[src/common/imu_out_pkg.sv]
// package for the inertial output register group: offsets, fields, scaling
// assumes a 250 MHz mclk and 16-bit rate samples at 0.1 deg/s per count
package imu_out_pkg;

    // register byte offsets (word pairs, bit 0 of the address is ignored)
    localparam logic [6:0] OFS_ACCEL_Z_FRACTION   = 7'h18;
    localparam logic [6:0] OFS_ACCEL_Z_UPPER      = 7'h1a;
    localparam logic [6:0] OFS_DIE_TEMPERATURE    = 7'h1c;
    localparam logic [6:0] OFS_SYNC_ELAPSED_TIME  = 7'h1e;
    localparam logic [6:0] OFS_UPDATE_COUNTER     = 7'h22;
    localparam logic [6:0] OFS_ANGLE_X_FRACTION   = 7'h24;
    localparam logic [6:0] OFS_ANGLE_X_UPPER      = 7'h26;
    localparam logic [6:0] OFS_ANGLE_Y_FRACTION   = 7'h28;
    localparam logic [6:0] OFS_ANGLE_Y_UPPER      = 7'h2a;

    localparam int         ADDR_W       = 7;
    localparam int         WORD_W       = 16;
    localparam int         RATE_W       = 16;
    localparam int         ACC_W        = 34; // 65536 full-scale pairs, no wrap
    localparam logic [15:0] WORD_ZERO   = 16'h0000;
    localparam logic [15:0] WORD_MAX    = 16'hffff;

    // sync mode field of the miscellaneous control word
    localparam int         SYNC_MODE_LSB = 2;
    localparam int         SYNC_MODE_W   = 3;
    localparam logic [2:0] SYNC_SCALED   = 3'h2;

    // time stamp resolution and its cycle count at the mclk rate
    localparam real        STAMP_LSB_US      = 49.02;
    localparam real        CLK_MHZ           = 250.0;
    localparam int         STAMP_TICK_CYCLES = int'(STAMP_LSB_US * CLK_MHZ);

    // delta angle scaling: sum of rate pairs -> 32-bit angle word
    localparam longint     SAMPLE_RATE_SPS     = 2000;
    localparam longint     RATE_COUNTS_PER_DPS = 10;
    localparam longint     ANGLE_RANGE_DEG     = 2160;
    localparam int         ANGLE_FRAC_BITS     = 31;
    localparam int         GAIN_SHIFT          = 16;
    localparam logic signed [63:0] ANGLE_GAIN =
        (64'sd1 <<< (ANGLE_FRAC_BITS + GAIN_SHIFT)) /
        (64'sd2 * SAMPLE_RATE_SPS * RATE_COUNTS_PER_DPS * ANGLE_RANGE_DEG);
    localparam logic signed [63:0] ANGLE_POS_MAX = 64'sh000000007fffffff;
    localparam logic signed [63:0] ANGLE_NEG_MIN = -64'sh0000000080000000;

    // fixed-point scale of an integrated pair sum, saturating at full range
    function automatic logic [31:0] angle_scale(input logic signed [ACC_W-1:0] sum);
        logic signed [63:0] prod;
        logic signed [63:0] shifted;
        prod    = 64'(sum) * ANGLE_GAIN;
        shifted = prod >>> GAIN_SHIFT;
        if (shifted > ANGLE_POS_MAX)
            return 32'h7fffffff;
        else if (shifted < ANGLE_NEG_MIN)
            return 32'h80000000;
        else
            return shifted[31:0];
    endfunction

endpackage

[src/common/angle_if.sv]
// one axis of rate samples into an integrator and its running total back
// assumes both ends run on the same mclk
`timescale 1ns/1ns
interface angle_if;
    import imu_out_pkg::*;
    logic                     sample_valid;
    logic                     last_sample;
    logic                     clear;
    logic signed [RATE_W-1:0] rate;
    logic signed [ACC_W-1:0]  total;

    modport drive (output sample_valid, output last_sample, output clear,
                   output rate, input total);
    modport integ (input sample_valid, input last_sample, input clear,
                   input rate, output total);
endinterface

[src/verilog/imu_output_data_registers.sv]
// output register group: z acceleration, temperature, time stamp,
// update counter and x/y delta angles, read back by address
// assumes sensor samples and config words come from logic on mclk;
// only the sync pin is asynchronous
`timescale 1ns/1ns

module imu_output_data_registers
    import imu_out_pkg::*;
#(
    parameter int STAMP_CYCLES = STAMP_TICK_CYCLES
)
(
    input  wire logic                     mclk,
    input  wire logic                     rst_n,
    input  wire logic                     reset_cmd,
    input  wire logic                     sample_strobe,
    input  wire logic signed [RATE_W-1:0] rate_x,
    input  wire logic signed [RATE_W-1:0] rate_y,
    input  wire logic [31:0]              accel_z,
    input  wire logic [WORD_W-1:0]        temperature,
    input  wire logic                     sync_pin,
    input  wire logic [WORD_W-1:0]        miscellaneous_control,
    input  wire logic [WORD_W-1:0]        decimation_setting,
    input  wire logic                     rd_en,
    input  wire logic [ADDR_W-1:0]        rd_addr,
    output logic      [WORD_W-1:0]        rd_data,
    output logic                          sample_ready_output
);
    // output words
    logic [WORD_W-1:0] accel_z_fraction_reg;
    logic [WORD_W-1:0] accel_z_upper_reg;
    logic [WORD_W-1:0] die_temperature_reg;
    logic [WORD_W-1:0] sync_elapsed_time_reg;
    logic [WORD_W-1:0] update_counter_reg;
    logic [31:0]       angle_x_reg;
    logic [31:0]       angle_y_reg;
    logic [WORD_W-1:0] rd_data_next;
    logic              ready_reg;

    // pacing and time base
    logic [WORD_W-1:0] samp_cnt_reg;
    logic [WORD_W-1:0] samp_cnt_next;
    logic [15:0]       presc_reg;
    logic [15:0]       presc_next;
    logic [WORD_W-1:0] elapsed_reg;
    logic [WORD_W-1:0] elapsed_next;
    logic              sync_meta_reg;
    logic              sync_sync_reg;
    logic              sync_last_reg;

    wire               last_sample;
    wire               update;
    wire               scaled_mode;
    wire               sync_edge;
    wire               stamp_tick;
    wire [WORD_W-1:0]  stamp_value;
    wire [WORD_W-1:0]  counter_next;
    wire [ADDR_W-1:0]  word_addr;

    angle_if axis_x ();
    angle_if axis_y ();

    // pacing: final sample of each decimated interval triggers the update
    assign last_sample = samp_cnt_reg == decimation_setting;
    assign update      = sample_strobe && last_sample;
    assign samp_cnt_next = reset_cmd ? WORD_ZERO :
                           !sample_strobe ? samp_cnt_reg :
                           last_sample ? WORD_ZERO : samp_cnt_reg + 16'h0001;

    // sync edge on the resynchronised pin, rising edge only;
    // a pin idling high gives one false edge after reset, which only
    // restarts the time base and so is left alone
    assign scaled_mode = miscellaneous_control[SYNC_MODE_LSB +: SYNC_MODE_W]
                         == SYNC_SCALED;
    assign sync_edge   = sync_sync_reg && !sync_last_reg;
    assign stamp_tick  = presc_reg == 16'(STAMP_CYCLES - 1);
    assign presc_next  = (!scaled_mode || sync_edge || stamp_tick) ? 16'h0000
                         : presc_reg + 16'h0001;
    // saturates rather than wraps, a stalled sync reads as a large age
    assign elapsed_next = (!scaled_mode || sync_edge) ? WORD_ZERO :
                          (stamp_tick && elapsed_reg != WORD_MAX)
                          ? elapsed_reg + 16'h0001 : elapsed_reg;
    assign stamp_value  = scaled_mode ? elapsed_reg : WORD_ZERO;

    // counter wraps naturally at 16 bits
    assign counter_next = update_counter_reg + 16'h0001;

    // integrator hookup, both axes share pacing
    // reset_cmd clears both accumulators and the carried previous rate
    assign axis_x.sample_valid = sample_strobe;
    assign axis_x.last_sample  = last_sample;
    assign axis_x.clear        = reset_cmd;
    assign axis_x.rate         = rate_x;
    assign axis_y.sample_valid = sample_strobe;
    assign axis_y.last_sample  = last_sample;
    assign axis_y.clear        = reset_cmd;
    assign axis_y.rate         = rate_y;

    angle_integrator integ_x (
        .mclk  (mclk),
        .rst_n (rst_n),
        .port  (axis_x.integ)
    );

    angle_integrator integ_y (
        .mclk  (mclk),
        .rst_n (rst_n),
        .port  (axis_y.integ)
    );

    // read decode; odd byte addresses reach the same word
    assign word_addr = {rd_addr[ADDR_W-1:1], 1'b0};
    always_comb
    begin
        unique case (word_addr)
            OFS_ACCEL_Z_FRACTION:  rd_data_next = accel_z_fraction_reg;
            OFS_ACCEL_Z_UPPER:     rd_data_next = accel_z_upper_reg;
            OFS_DIE_TEMPERATURE:   rd_data_next = die_temperature_reg;
            OFS_SYNC_ELAPSED_TIME: rd_data_next = sync_elapsed_time_reg;
            OFS_UPDATE_COUNTER:    rd_data_next = update_counter_reg;
            OFS_ANGLE_X_FRACTION:  rd_data_next = angle_x_reg[15:0];
            OFS_ANGLE_X_UPPER:     rd_data_next = angle_x_reg[31:16];
            OFS_ANGLE_Y_FRACTION:  rd_data_next = angle_y_reg[15:0];
            OFS_ANGLE_Y_UPPER:     rd_data_next = angle_y_reg[31:16];
            default:               rd_data_next = WORD_ZERO;
        endcase
    end

    // sync pin synchroniser; the second and third stages feed the edge detect
    always_ff @(posedge mclk)
    begin
        if (!rst_n)
        begin
            sync_meta_reg <= 1'b0;
            sync_sync_reg <= 1'b0;
            sync_last_reg <= 1'b0;
        end
        else
        begin
            sync_meta_reg <= sync_pin;
            sync_sync_reg <= sync_meta_reg;
            sync_last_reg <= sync_sync_reg;
        end
    end

    // time base and decimation count
    always_ff @(posedge mclk)
    begin
        if (!rst_n)
        begin
            presc_reg    <= 16'h0000;
            elapsed_reg  <= WORD_ZERO;
            samp_cnt_reg <= WORD_ZERO;
        end
        else
        begin
            presc_reg    <= presc_next;
            elapsed_reg  <= elapsed_next;
            samp_cnt_reg <= samp_cnt_next;
        end
    end

    // all words load on one edge so word pairs stay coherent
    // angles take the running totals, which already hold this sample
    always_ff @(posedge mclk)
    begin
        if (!rst_n)
        begin
            accel_z_fraction_reg  <= WORD_ZERO;
            accel_z_upper_reg     <= WORD_ZERO;
            die_temperature_reg   <= WORD_ZERO;
            sync_elapsed_time_reg <= WORD_ZERO;
            angle_x_reg           <= 32'h00000000;
            angle_y_reg           <= 32'h00000000;
        end
        else if (update)
        begin
            accel_z_fraction_reg  <= accel_z[15:0];
            accel_z_upper_reg     <= accel_z[31:16];
            die_temperature_reg   <= temperature;
            sync_elapsed_time_reg <= stamp_value;
            angle_x_reg           <= angle_scale(axis_x.total);
            angle_y_reg           <= angle_scale(axis_y.total);
        end
    end

    // update counter, ready pulse and read data
    // read data holds between reads so a slow host may fetch it late
    always_ff @(posedge mclk)
    begin
        if (!rst_n || reset_cmd)
            update_counter_reg <= WORD_ZERO;
        else if (update)
            update_counter_reg <= counter_next;
    end

    always_ff @(posedge mclk)
    begin
        if (!rst_n)
        begin
            ready_reg <= 1'b0;
            rd_data   <= WORD_ZERO;
        end
        else
        begin
            ready_reg <= update;
            rd_data   <= rd_en ? rd_data_next : rd_data;
        end
    end

    assign sample_ready_output = ready_reg;

    // checks
    cnt_step_a: assert property (@(posedge mclk) disable iff (!rst_n)
        update && !reset_cmd |=> update_counter_reg == $past(update_counter_reg) + 16'h0001)
        else $error("update counter did not step by one");

    cnt_clear_a: assert property (@(posedge mclk) disable iff (!rst_n)
        reset_cmd |=> update_counter_reg == WORD_ZERO)
        else $error("update counter not cleared by reset command");

    accel_pair_a: assert property (@(posedge mclk) disable iff (!rst_n)
        update |=> {accel_z_upper_reg, accel_z_fraction_reg} == $past(accel_z)
                   && sample_ready_output)
        else $error("acceleration words not loaded together");

    temp_load_a: assert property (@(posedge mclk) disable iff (!rst_n)
        update |=> die_temperature_reg == $past(temperature))
        else $error("temperature word not loaded on update");

    stamp_idle_a: assert property (@(posedge mclk) disable iff (!rst_n)
        update && !scaled_mode |=> sync_elapsed_time_reg == WORD_ZERO)
        else $error("time stamp moved outside scaled sync mode");

    stamp_load_a: assert property (@(posedge mclk) disable iff (!rst_n)
        update && scaled_mode |=> sync_elapsed_time_reg == $past(elapsed_reg))
        else $error("time stamp not the age of the final sample");

    stamp_restart_a: assert property (@(posedge mclk) disable iff (!rst_n)
        scaled_mode && sync_edge ##1 scaled_mode |-> elapsed_reg == WORD_ZERO
        && presc_reg == 16'h0000)
        else $error("sync edge did not restart the time base");

    dec_span_a: assert property (@(posedge mclk) disable iff (!rst_n)
        update |=> samp_cnt_reg == WORD_ZERO)
        else $error("decimation count not restarted after update");

    angle_load_a: assert property (@(posedge mclk) disable iff (!rst_n)
        update |=> angle_x_reg == angle_scale($past(axis_x.total))
                   && angle_y_reg == angle_scale($past(axis_y.total)))
        else $error("delta angle words not loaded from integrator");

    ready_only_a: assert property (@(posedge mclk) disable iff (!rst_n)
        !update |=> !sample_ready_output)
        else $error("ready pulse without an update");

    // read port and pacing checks
    cnt_read_a: assert property (@(posedge mclk) disable iff (!rst_n)
        rd_en && word_addr == OFS_UPDATE_COUNTER |=> rd_data == $past(update_counter_reg))
        else $error("counter word not returned on read");

    rd_hold_a: assert property (@(posedge mclk) disable iff (!rst_n)
        !rd_en |=> rd_data == $past(rd_data))
        else $error("read data changed without a read");

    dec_hold_a: assert property (@(posedge mclk) disable iff (!rst_n)
        sample_strobe && !last_sample && !reset_cmd
        |=> update_counter_reg == $past(update_counter_reg) && !sample_ready_output)
        else $error("update before the final sample of the interval");

    // time base checks
    stamp_tick_a: assert property (@(posedge mclk) disable iff (!rst_n)
        scaled_mode && !sync_edge && stamp_tick && elapsed_reg != WORD_MAX
        |=> elapsed_reg == $past(elapsed_reg) + 16'h0001)
        else $error("time stamp did not advance on its tick");

    mode_off_a: assert property (@(posedge mclk) disable iff (!rst_n)
        !scaled_mode |=> elapsed_reg == WORD_ZERO && presc_reg == 16'h0000)
        else $error("time base ran outside scaled sync mode");

    // main scenarios
    update_c:  cover property (@(posedge mclk) disable iff (!rst_n) update);
    wrap_c:    cover property (@(posedge mclk) disable iff (!rst_n)
        update && update_counter_reg == WORD_MAX);
    sync_c:    cover property (@(posedge mclk) disable iff (!rst_n)
        scaled_mode && sync_edge ##[1:100] update);
    cmd_c:     cover property (@(posedge mclk) disable iff (!rst_n) reset_cmd);
    dec_c:     cover property (@(posedge mclk) disable iff (!rst_n)
        update && decimation_setting != WORD_ZERO);

endmodule

[src/verilog/angle_integrator.sv]
// trapezoidal integrator for one axis of angular rate
// assumes samples arrive as single-cycle strobes on mclk
`timescale 1ns/1ns
module angle_integrator
    import imu_out_pkg::*;
(
    input wire logic mclk,
    input wire logic rst_n,
    angle_if.integ   port
);
    logic signed [ACC_W-1:0]  acc_reg;
    logic signed [ACC_W-1:0]  acc_next;
    logic signed [RATE_W-1:0] prev_reg;
    logic signed [RATE_W-1:0] prev_next;
    wire  signed [ACC_W-1:0]  pair_sum;

    // pair of this and previous sample; previous carries across updates
    assign pair_sum   = ACC_W'(port.rate) + ACC_W'(prev_reg);
    assign port.total = acc_reg + pair_sum;
    // restart at every final sample so each result covers one interval
    assign acc_next   = port.clear ? '0 :
                        !port.sample_valid ? acc_reg :
                        port.last_sample ? '0 : port.total;
    assign prev_next  = port.clear ? '0 :
                        port.sample_valid ? port.rate : prev_reg;

    // accumulator and previous sample
    always_ff @(posedge mclk)
    begin
        if (!rst_n)
        begin
            acc_reg  <= '0;
            prev_reg <= '0;
        end
        else
        begin
            acc_reg  <= acc_next;
            prev_reg <= prev_next;
        end
    end

    acc_pair_sum_a: assert property (@(posedge mclk) disable iff (!rst_n)
        port.sample_valid && !port.last_sample && !port.clear
        |=> acc_reg == $past(acc_reg) + ACC_W'($past(port.rate)) + ACC_W'($past(prev_reg)))
        else $error("accumulator did not add the rate pair");

    acc_restart_a: assert property (@(posedge mclk) disable iff (!rst_n)
        port.sample_valid && port.last_sample |=> acc_reg == '0)
        else $error("accumulator not restarted after final sample");

endmodule

[config.mk]
export PLATFORM = sky130hd
export DESIGN_NAME = imu_output_data_registers
export DESIGN_NICKNAME = d
export VERILOG_FILES = /design/src/common/imu_out_pkg.sv /design/src/common/angle_if.sv /design/src/verilog/imu_output_data_registers.sv /design/src/verilog/angle_integrator.sv
export SDC_FILE = /design/constraint.sdc
export NUM_CORES = 2
export LEC_CHECK = 0
export BUFFER_PORTS_ARGS = -buffer_cell sky130_fd_sc_hd__buf_2
export CORE_UTILIZATION = 50
export CTS_BUF_LIST = sky130_fd_sc_hd__clkbuf_4 sky130_fd_sc_hd__clkbuf_8 sky130_fd_sc_hd__clkbuf_16
export DETAILED_ROUTE_END_ITERATION = 10
export PLACE_DENSITY = 0.66
export SETUP_SLACK_MARGIN = 0.02
export SLEW_MARGIN = 30
export SYNTH_ARGS = -nofsm -noshare
export SYNTH_HDL_FRONTEND = slang
export SYNTH_SLANG_ARGS = --single-unit
[constraint.sdc]
create_clock -name mclk -period 14.7 [get_ports mclk]
set_clock_uncertainty 0.2 [all_clocks]
set_input_delay 3.675 -clock mclk [delete_from_list [all_inputs] [get_ports mclk]]
set_output_delay 3.675 -clock mclk [all_outputs]
set_load 0.03 [all_outputs]
Word level (Yosys, flattened, before mapping). Index checks and enable logic that the tools add are counted.

Flip-flop bits (word level): 312. Output and inout bits: 17.

Add/sub/neg operators: 8. Multipliers: 2. Order comparisons: 4. Equal/unequal tests: 13. Multiplexer cells: 9. Bitwise gates (word level): 1. Reduce and logical (&&, ||, !) cells: 12.

Operator list (count): 16-bit one-hot mux with 9 select lines (1); 32-bit two-way mux (4); 34-bit by 21-bit multiplier with 55-bit output (second input constant) (2); 40-bit by 32-bit > comparator with 1-bit output (second input constant) (2); 40-bit by 32-bit < comparator with 1-bit output (second input constant) (2); 34-bit by 17-bit adder with 34-bit output (2); 34-bit two-way mux (2); 16-bit by 1-bit adder with 16-bit output (second input constant) (4); 16-bit by 16-bit adder with 17-bit output (2); 16-bit two-way mux (2); 6-bit by 5-bit equality test with 1-bit output (second input constant) (5); 6-bit by 4-bit equality test with 1-bit output (second input constant) (4); 16-bit by 14-bit equality test with 1-bit output (second input constant) (1); 16-bit equality test (1); 16-bit inequality test (second input constant) (1); 2-bit OR reduction (3); 3-bit by 2-bit equality test with 1-bit output (second input constant) (1); 1-bit logical AND (3); 1-bit logical NOT (3); 1-bit logical OR (3); 1-bit NOT (1).

Depth between registers and ports, before layout.
Depth after elaboration: 6. Depth in mapped cells: 40. Depth with buffers taken out: 37.

By module. Synthesis repeated with hierarchy kept, for this count alone.

Cells, all modules: 5200. Area, all modules: 46693.5 µm².

By module, submodules not included: imu_output_data_registers (times used 1, cells each 4252, area an instance 38235.4 µm²); angle_integrator (times used 2, cells each 474, area an instance 4229.1 µm²).

Worst setup path before layout. Ideal clock, no wire load.

Path type: input to register. Start point: input rate_x[1]. End point: register angle_x_reg[10]. Arrival: 13.512 ns. Required time: 14.434 ns. Path slack: 0.921 ns. Stages: 35. Buffers on the path: 2. Path through: fa_1 > ha_1 > fa_1 > a211oi_1 > o21ai_0 > a21oi_1 > a21boi_1 > o2111a_1 > nand2b_4 > a211oi_2 > clkbuf_1 > inv_1 > ha_1 > fa_1 > inv_1 > fa_1 > inv_1 > fa_1 > fa_1 > fa_1 > fa_1 > ha_1 > nand4_1 > nor4_1 > a31oi_1 > o21ai_0 > a41oi_1 > o31a_1 > o21ai_0 > xor2_1 > nand4_1 > o41ai_2 > clkbuf_1 > nand2_1 > a21oi_2.

Longest elaborated chain between the ends: 6.

RTL lines: start: declaration (line imu_output_data_registers.sv:17) `input wire logic signed [RATE_W-1:0] rate_x,`; 16-bit by 16-bit adder with 17-bit output * (line angle_integrator.sv:18) `assign pair_sum = ACC_W'(port.rate) + ACC_W'(prev_reg);`; 34-bit by 17-bit adder with 34-bit output * (line angle_integrator.sv:19) `assign port.total = acc_reg + pair_sum;`; 34-bit by 21-bit multiplier with 55-bit output * (line imu_out_pkg.sv:49) `prod = 64'(sum) * ANGLE_GAIN;`; 40-bit by 32-bit < comparator with 1-bit output (line imu_out_pkg.sv:53) `else if (shifted < ANGLE_NEG_MIN)`; 32-bit two-way mux (line imu_out_pkg.sv:53); 32-bit two-way mux * (line imu_out_pkg.sv:51) `if (shifted > ANGLE_POS_MAX)`; end signal: assignment (line imu_output_data_registers.sv:182) `angle_x_reg <= angle_scale(axis_x.total);`; end: declaration (line imu_output_data_registers.sv:35) `logic [31:0] angle_x_reg;`.

Every way passes the cells marked *; elsewhere a longest branch is shown, timed or not. A chain may end at the register's enable or synchronous reset.

Worst setup path after layout.
Start point: input rate_x[2]. End point: register angle_x_reg[23].

Same word-level chain as after synthesis.

==> metrics.txt <==
# TYPE chip_impl_metric gauge
chip_impl_info{name="status",value="completed"} 1
chip_impl_metric{name="die_height",unit="um"} 299
chip_impl_metric{name="pin_count_of_the_biggest_net_entering_global_routing",unit=""} 83
chip_impl_metric{name="die_width",unit="um"} 299
chip_impl_metric{name="drt_drc_violations_left",unit=""} 0
chip_impl_metric{name="critical_path.max_fanout",unit=""} 8
chip_impl_metric{name="crit_path_buf_inv_count",unit=""} 5
chip_impl_metric{name="num-fill-cells",unit=""} 7986
chip_impl_metric{name="final.setup.tns",unit="ns"} 0
chip_impl_metric{name="crit_path_max_incr_delay",unit="ns"} 0.66
chip_impl_metric{name="post_syn_nets",unit=""} 6041
chip_impl_metric{name="critical_path_arrival",unit="ns"} 14.30
chip_impl_metric{name="post_synth_mux_area_share",unit=""} 0.0231
chip_impl_info{name="clock_tree.root_cell",value="sky130_fd_sc_hd__clkbuf_16"} 1
chip_impl_metric{name="preCtsSetupSlack",unit="ns"} 0.204
chip_impl_metric{name="synth_area",unit="sq um"} 44100
chip_impl_metric{name="regArea",unit="sq um"} 6250
chip_impl_metric{name="vias_per_cell",unit=""} 5.38
chip_impl_metric{name="finish.instance_area",unit="sq um"} 47900
chip_impl_metric{name="h-tree-depth",unit=""} 2
chip_impl_metric{name="finalSetupViolCount",unit=""} 0
chip_impl_metric{name="synth_seq_cells",unit=""} 312
chip_impl_metric{name="drt-pass1-iter-count",unit=""} 7
chip_impl_info{name="critical_path_s_slowest_cell",value="sky130_fd_sc_hd__xor2_1"} 1
chip_impl_metric{name="max-slew-margin-rel",unit=""} 0.381
chip_impl_metric{name="synth-warning-count",unit=""} 0
chip_impl_metric{name="cp_data_required_time",unit="ns"} 14.99
chip_impl_metric{name="initial_core_utilization",unit=""} 0.507
chip_impl_metric{name="reg2reg_slack",unit="ns"} 3.60
chip_impl_metric{name="grt_overflow",unit=""} 0
chip_impl_metric{name="post_synth_and_or_nand_nor_area_fraction",unit=""} 0.0929
chip_impl_metric{name="yosysSeqAreaShare",unit=""} 0.142
chip_impl_metric{name="ant_nets",unit=""} 0
chip_impl_info{name="worstReg2RegEnd",value="angle_x_reg[23]"} 1
chip_impl_metric{name="min_delay_path_depth",unit=""} 1
chip_impl_info{name="timing.critical_path.to_type",value="flop"} 1
chip_impl_metric{name="worst_setup_hold_path_clk_slew",unit="ns"} 0.06
chip_impl_info{name="startpoint_type",value="primary input"} 1
chip_impl_metric{name="max_slew.worst_pin.slew",unit="ns"} 0.928
chip_impl_metric{name="fin_worst_setup_slack",unit="ns"} 0.689
chip_impl_info{name="criticalPathCategory",value="in2reg"} 1
chip_impl_metric{name="final-hold-violation-count",unit=""} 0
chip_impl_metric{name="num_rows",unit=""} 108
chip_impl_info{name="top_cell_family_by_delay_on_the_critical_path",value="adder cells"} 1
chip_impl_info{name="synth_top_family_by_area",value="adder cells"} 1
chip_impl_metric{name="ys_types",unit=""} 79
chip_impl_metric{name="grt_use_total",unit=""} 0.255
chip_impl_metric{name="worst_r2r_path_depth",unit=""} 34
chip_impl_info{name="critPathLaunch",value="rate_x[2]"} 1
chip_impl_metric{name="number_of_port_buffers",unit=""} 127
chip_impl_info{name="rsz0062_at_grt",value="false"} 1
chip_impl_metric{name="avgSynthCellArea",unit="sq um"} 9.39
chip_impl_metric{name="wire_per_inst",unit="um"} 18.4
chip_impl_metric{name="dr.first_iter.drc_count",unit=""} 2171
chip_impl_metric{name="first_global_vias",unit=""} 33000
chip_impl_metric{name="place_area",unit="sq um"} 46500
chip_impl_metric{name="synth_edf_count",unit=""} 0
chip_impl_metric{name="final_layout_net_count",unit=""} 6175
chip_impl_metric{name="max_cap_violations",unit=""} 0
chip_impl_metric{name="cts_resized",unit=""} 0
chip_impl_metric{name="wl",unit="mm"} 110
chip_impl_metric{name="synth_async_sr_flop_share",unit=""} 0
chip_impl_metric{name="max_freq",unit="GHz"} 0.0714
chip_impl_metric{name="synth_xor_area_frac",unit=""} 0.0612
chip_impl_metric{name="post_cts.repair.setup_buffers",unit=""} 0
chip_impl_metric{name="tritoncts_buffer_count",unit=""} 37
chip_impl_metric{name="design.portCount",unit=""} 142
chip_impl_metric{name="compound_gate_portion_of_the_synthesized_area",unit=""} 0.128
chip_impl_metric{name="multiInputGateArea",unit="sq um"} 33900
chip_impl_info{name="tritoncts",value="yes"} 1
chip_impl_metric{name="standard_cell_core_area",unit="sq um"} 87000
chip_impl_metric{name="grt_first_pass_wirelength",unit="mm"} 180
chip_impl_metric{name="proportion_of_layout_cells_with_a_drive_suffix_above_1",unit=""} 0.0788
chip_impl_info{name="holdCritPathClass",value="reg2reg"} 1
chip_impl_metric{name="timing.final.crit_period",unit="ns"} 14.01
chip_impl_info{name="post_synth_top_flop",value="sky130_fd_sc_hd__dfxtp_1"} 1
chip_impl_info{name="setup.worst_path.end",value="angle_x_reg[23]"} 1
chip_impl_metric{name="timing.critical_path.depth",unit=""} 35
chip_impl_metric{name="dieArea",unit="sq um"} 89400
chip_impl_metric{name="syn_inst",unit=""} 4696
chip_impl_metric{name="clock-sinks",unit=""} 312
chip_impl_metric{name="max-clock-path-buffers",unit=""} 3
chip_impl_metric{name="vias",unit=""} 32400
chip_impl_metric{name="routabilityCongestion",unit=""} 0.963
chip_impl_metric{name="dp.final_hpwl",unit="mm"} 93.9
chip_impl_metric{name="synth_adder_area_share",unit=""} 0.463
chip_impl_metric{name="grt_antenna_before_repair",unit=""} 3
chip_impl_metric{name="drv_slew",unit=""} 0
chip_impl_info{name="critPathMostFrequentCell",value="sky130_fd_sc_hd__fa_1"} 1
chip_impl_info{name="rr_startpoint",value="integ_x.prev_reg[2]"} 1
chip_impl_metric{name="final_core_utilization",unit=""} 0.550
chip_impl_metric{name="cts_hold_buf",unit=""} 0
chip_impl_metric{name="insertion_delay",unit="ns"} 0.59
chip_impl_metric{name="period_share",unit=""} 0.953
chip_impl_metric{name="flow.area_growth_from_synthesis",unit="%"} 8.52
-- logic make-up (layout without fill, tap and decap cells) --
group	Yosys count	after routing
xor+xnor	308	308
other cells	0	2
simple gates	880	880
fa+ha+maj	1222	1222
buf+inv	1046	1208
flops	312	312
compound gates	847	847
mux	81	81
-- synthesized netlist by cell type, types with 68 or more instances --
library cell / number / area (sq um)
sky130_fd_sc_hd__a21o_1: 100 / 751
sky130_fd_sc_hd__a21oi_1: 185 / 926
sky130_fd_sc_hd__a22oi_1: 68 / 510
sky130_fd_sc_hd__clkbuf_1: 117 / 439
sky130_fd_sc_hd__dfxtp_1: 312 / 6250
sky130_fd_sc_hd__fa_1: 686 / 13700
sky130_fd_sc_hd__ha_1: 534 / 6680
sky130_fd_sc_hd__inv_1: 905 / 3400
sky130_fd_sc_hd__nand2_1: 295 / 1110
sky130_fd_sc_hd__nand3_1: 72 / 360
sky130_fd_sc_hd__nor2_1: 249 / 935
sky130_fd_sc_hd__o21ai_0: 168 / 841
sky130_fd_sc_hd__xnor2_1: 147 / 1290
sky130_fd_sc_hd__xor2_1: 161 / 1410
-- layout by cell type (no fill, tap or decap), types with 45 or more instances in the layout --
cell and count:
sky130_fd_sc_hd__a22oi_1 68, sky130_fd_sc_hd__o21ai_0 168, sky130_fd_sc_hd__fa_1 686, sky130_fd_sc_hd__nor2b_1 45, sky130_fd_sc_hd__a21boi_0 51, sky130_fd_sc_hd__nand2_1 294
sky130_fd_sc_hd__dfxtp_1 312, sky130_fd_sc_hd__buf_4 103, sky130_fd_sc_hd__inv_1 905, sky130_fd_sc_hd__xnor2_1 147, sky130_fd_sc_hd__xor2_1 161, sky130_fd_sc_hd__nor2_1 246
sky130_fd_sc_hd__a21o_1 100, sky130_fd_sc_hd__buf_2 126, sky130_fd_sc_hd__mux2i_1 62, sky130_fd_sc_hd__a21oi_1 184, sky130_fd_sc_hd__ha_1 534, sky130_fd_sc_hd__or3_1 49
sky130_fd_sc_hd__nand3_1 72
-- how the worst min path moves through the flow --
| stage | start | end |
|---|---|---|
| final | sync_meta_reg | sync_sync_reg |
| after detailed placement | sync_meta_reg | sync_sync_reg |
| after CTS | sync_meta_reg | sync_sync_reg |
| after global placement | sync_meta_reg | sync_sync_reg |
| after global routing | sync_meta_reg | sync_sync_reg |
| after floorplan | sync_meta_reg | sync_sync_reg |
-- metal layers --
layer	GRT usage	vias up	wire length, um
li1	-	15500	-
met3	0.0364	118	6160
met4	0.0494	2	2280
met5	0	-	13
met2	0.394	743	49500
met1	0.380	16000	52400
-- per-stage QoR --
stage / std cells / hold slack [ns]
floorplan: 4696 / 0.212
global placement: 5946 / 0.216
detailed placement: 5946 / 0.220
CTS: 6013 / 0.234
global route: 6014 / 0.260
finish: 6015 / 0.234
-- final cells by class --
cell class	count	area share
clock buffer	51	0.0222
sequential	312	0.131
timing repair buffer	234	0.0314
clock inverter	16	0.00507
tap	1155	0.0302
antenna	2	0.000105
multi-input combinational	3338	0.709
inverter	907	0.0711
Power is left out: the tool's default activity adds up to more than one toggle a clock period on the data nets, which glitch-free logic cannot reach.
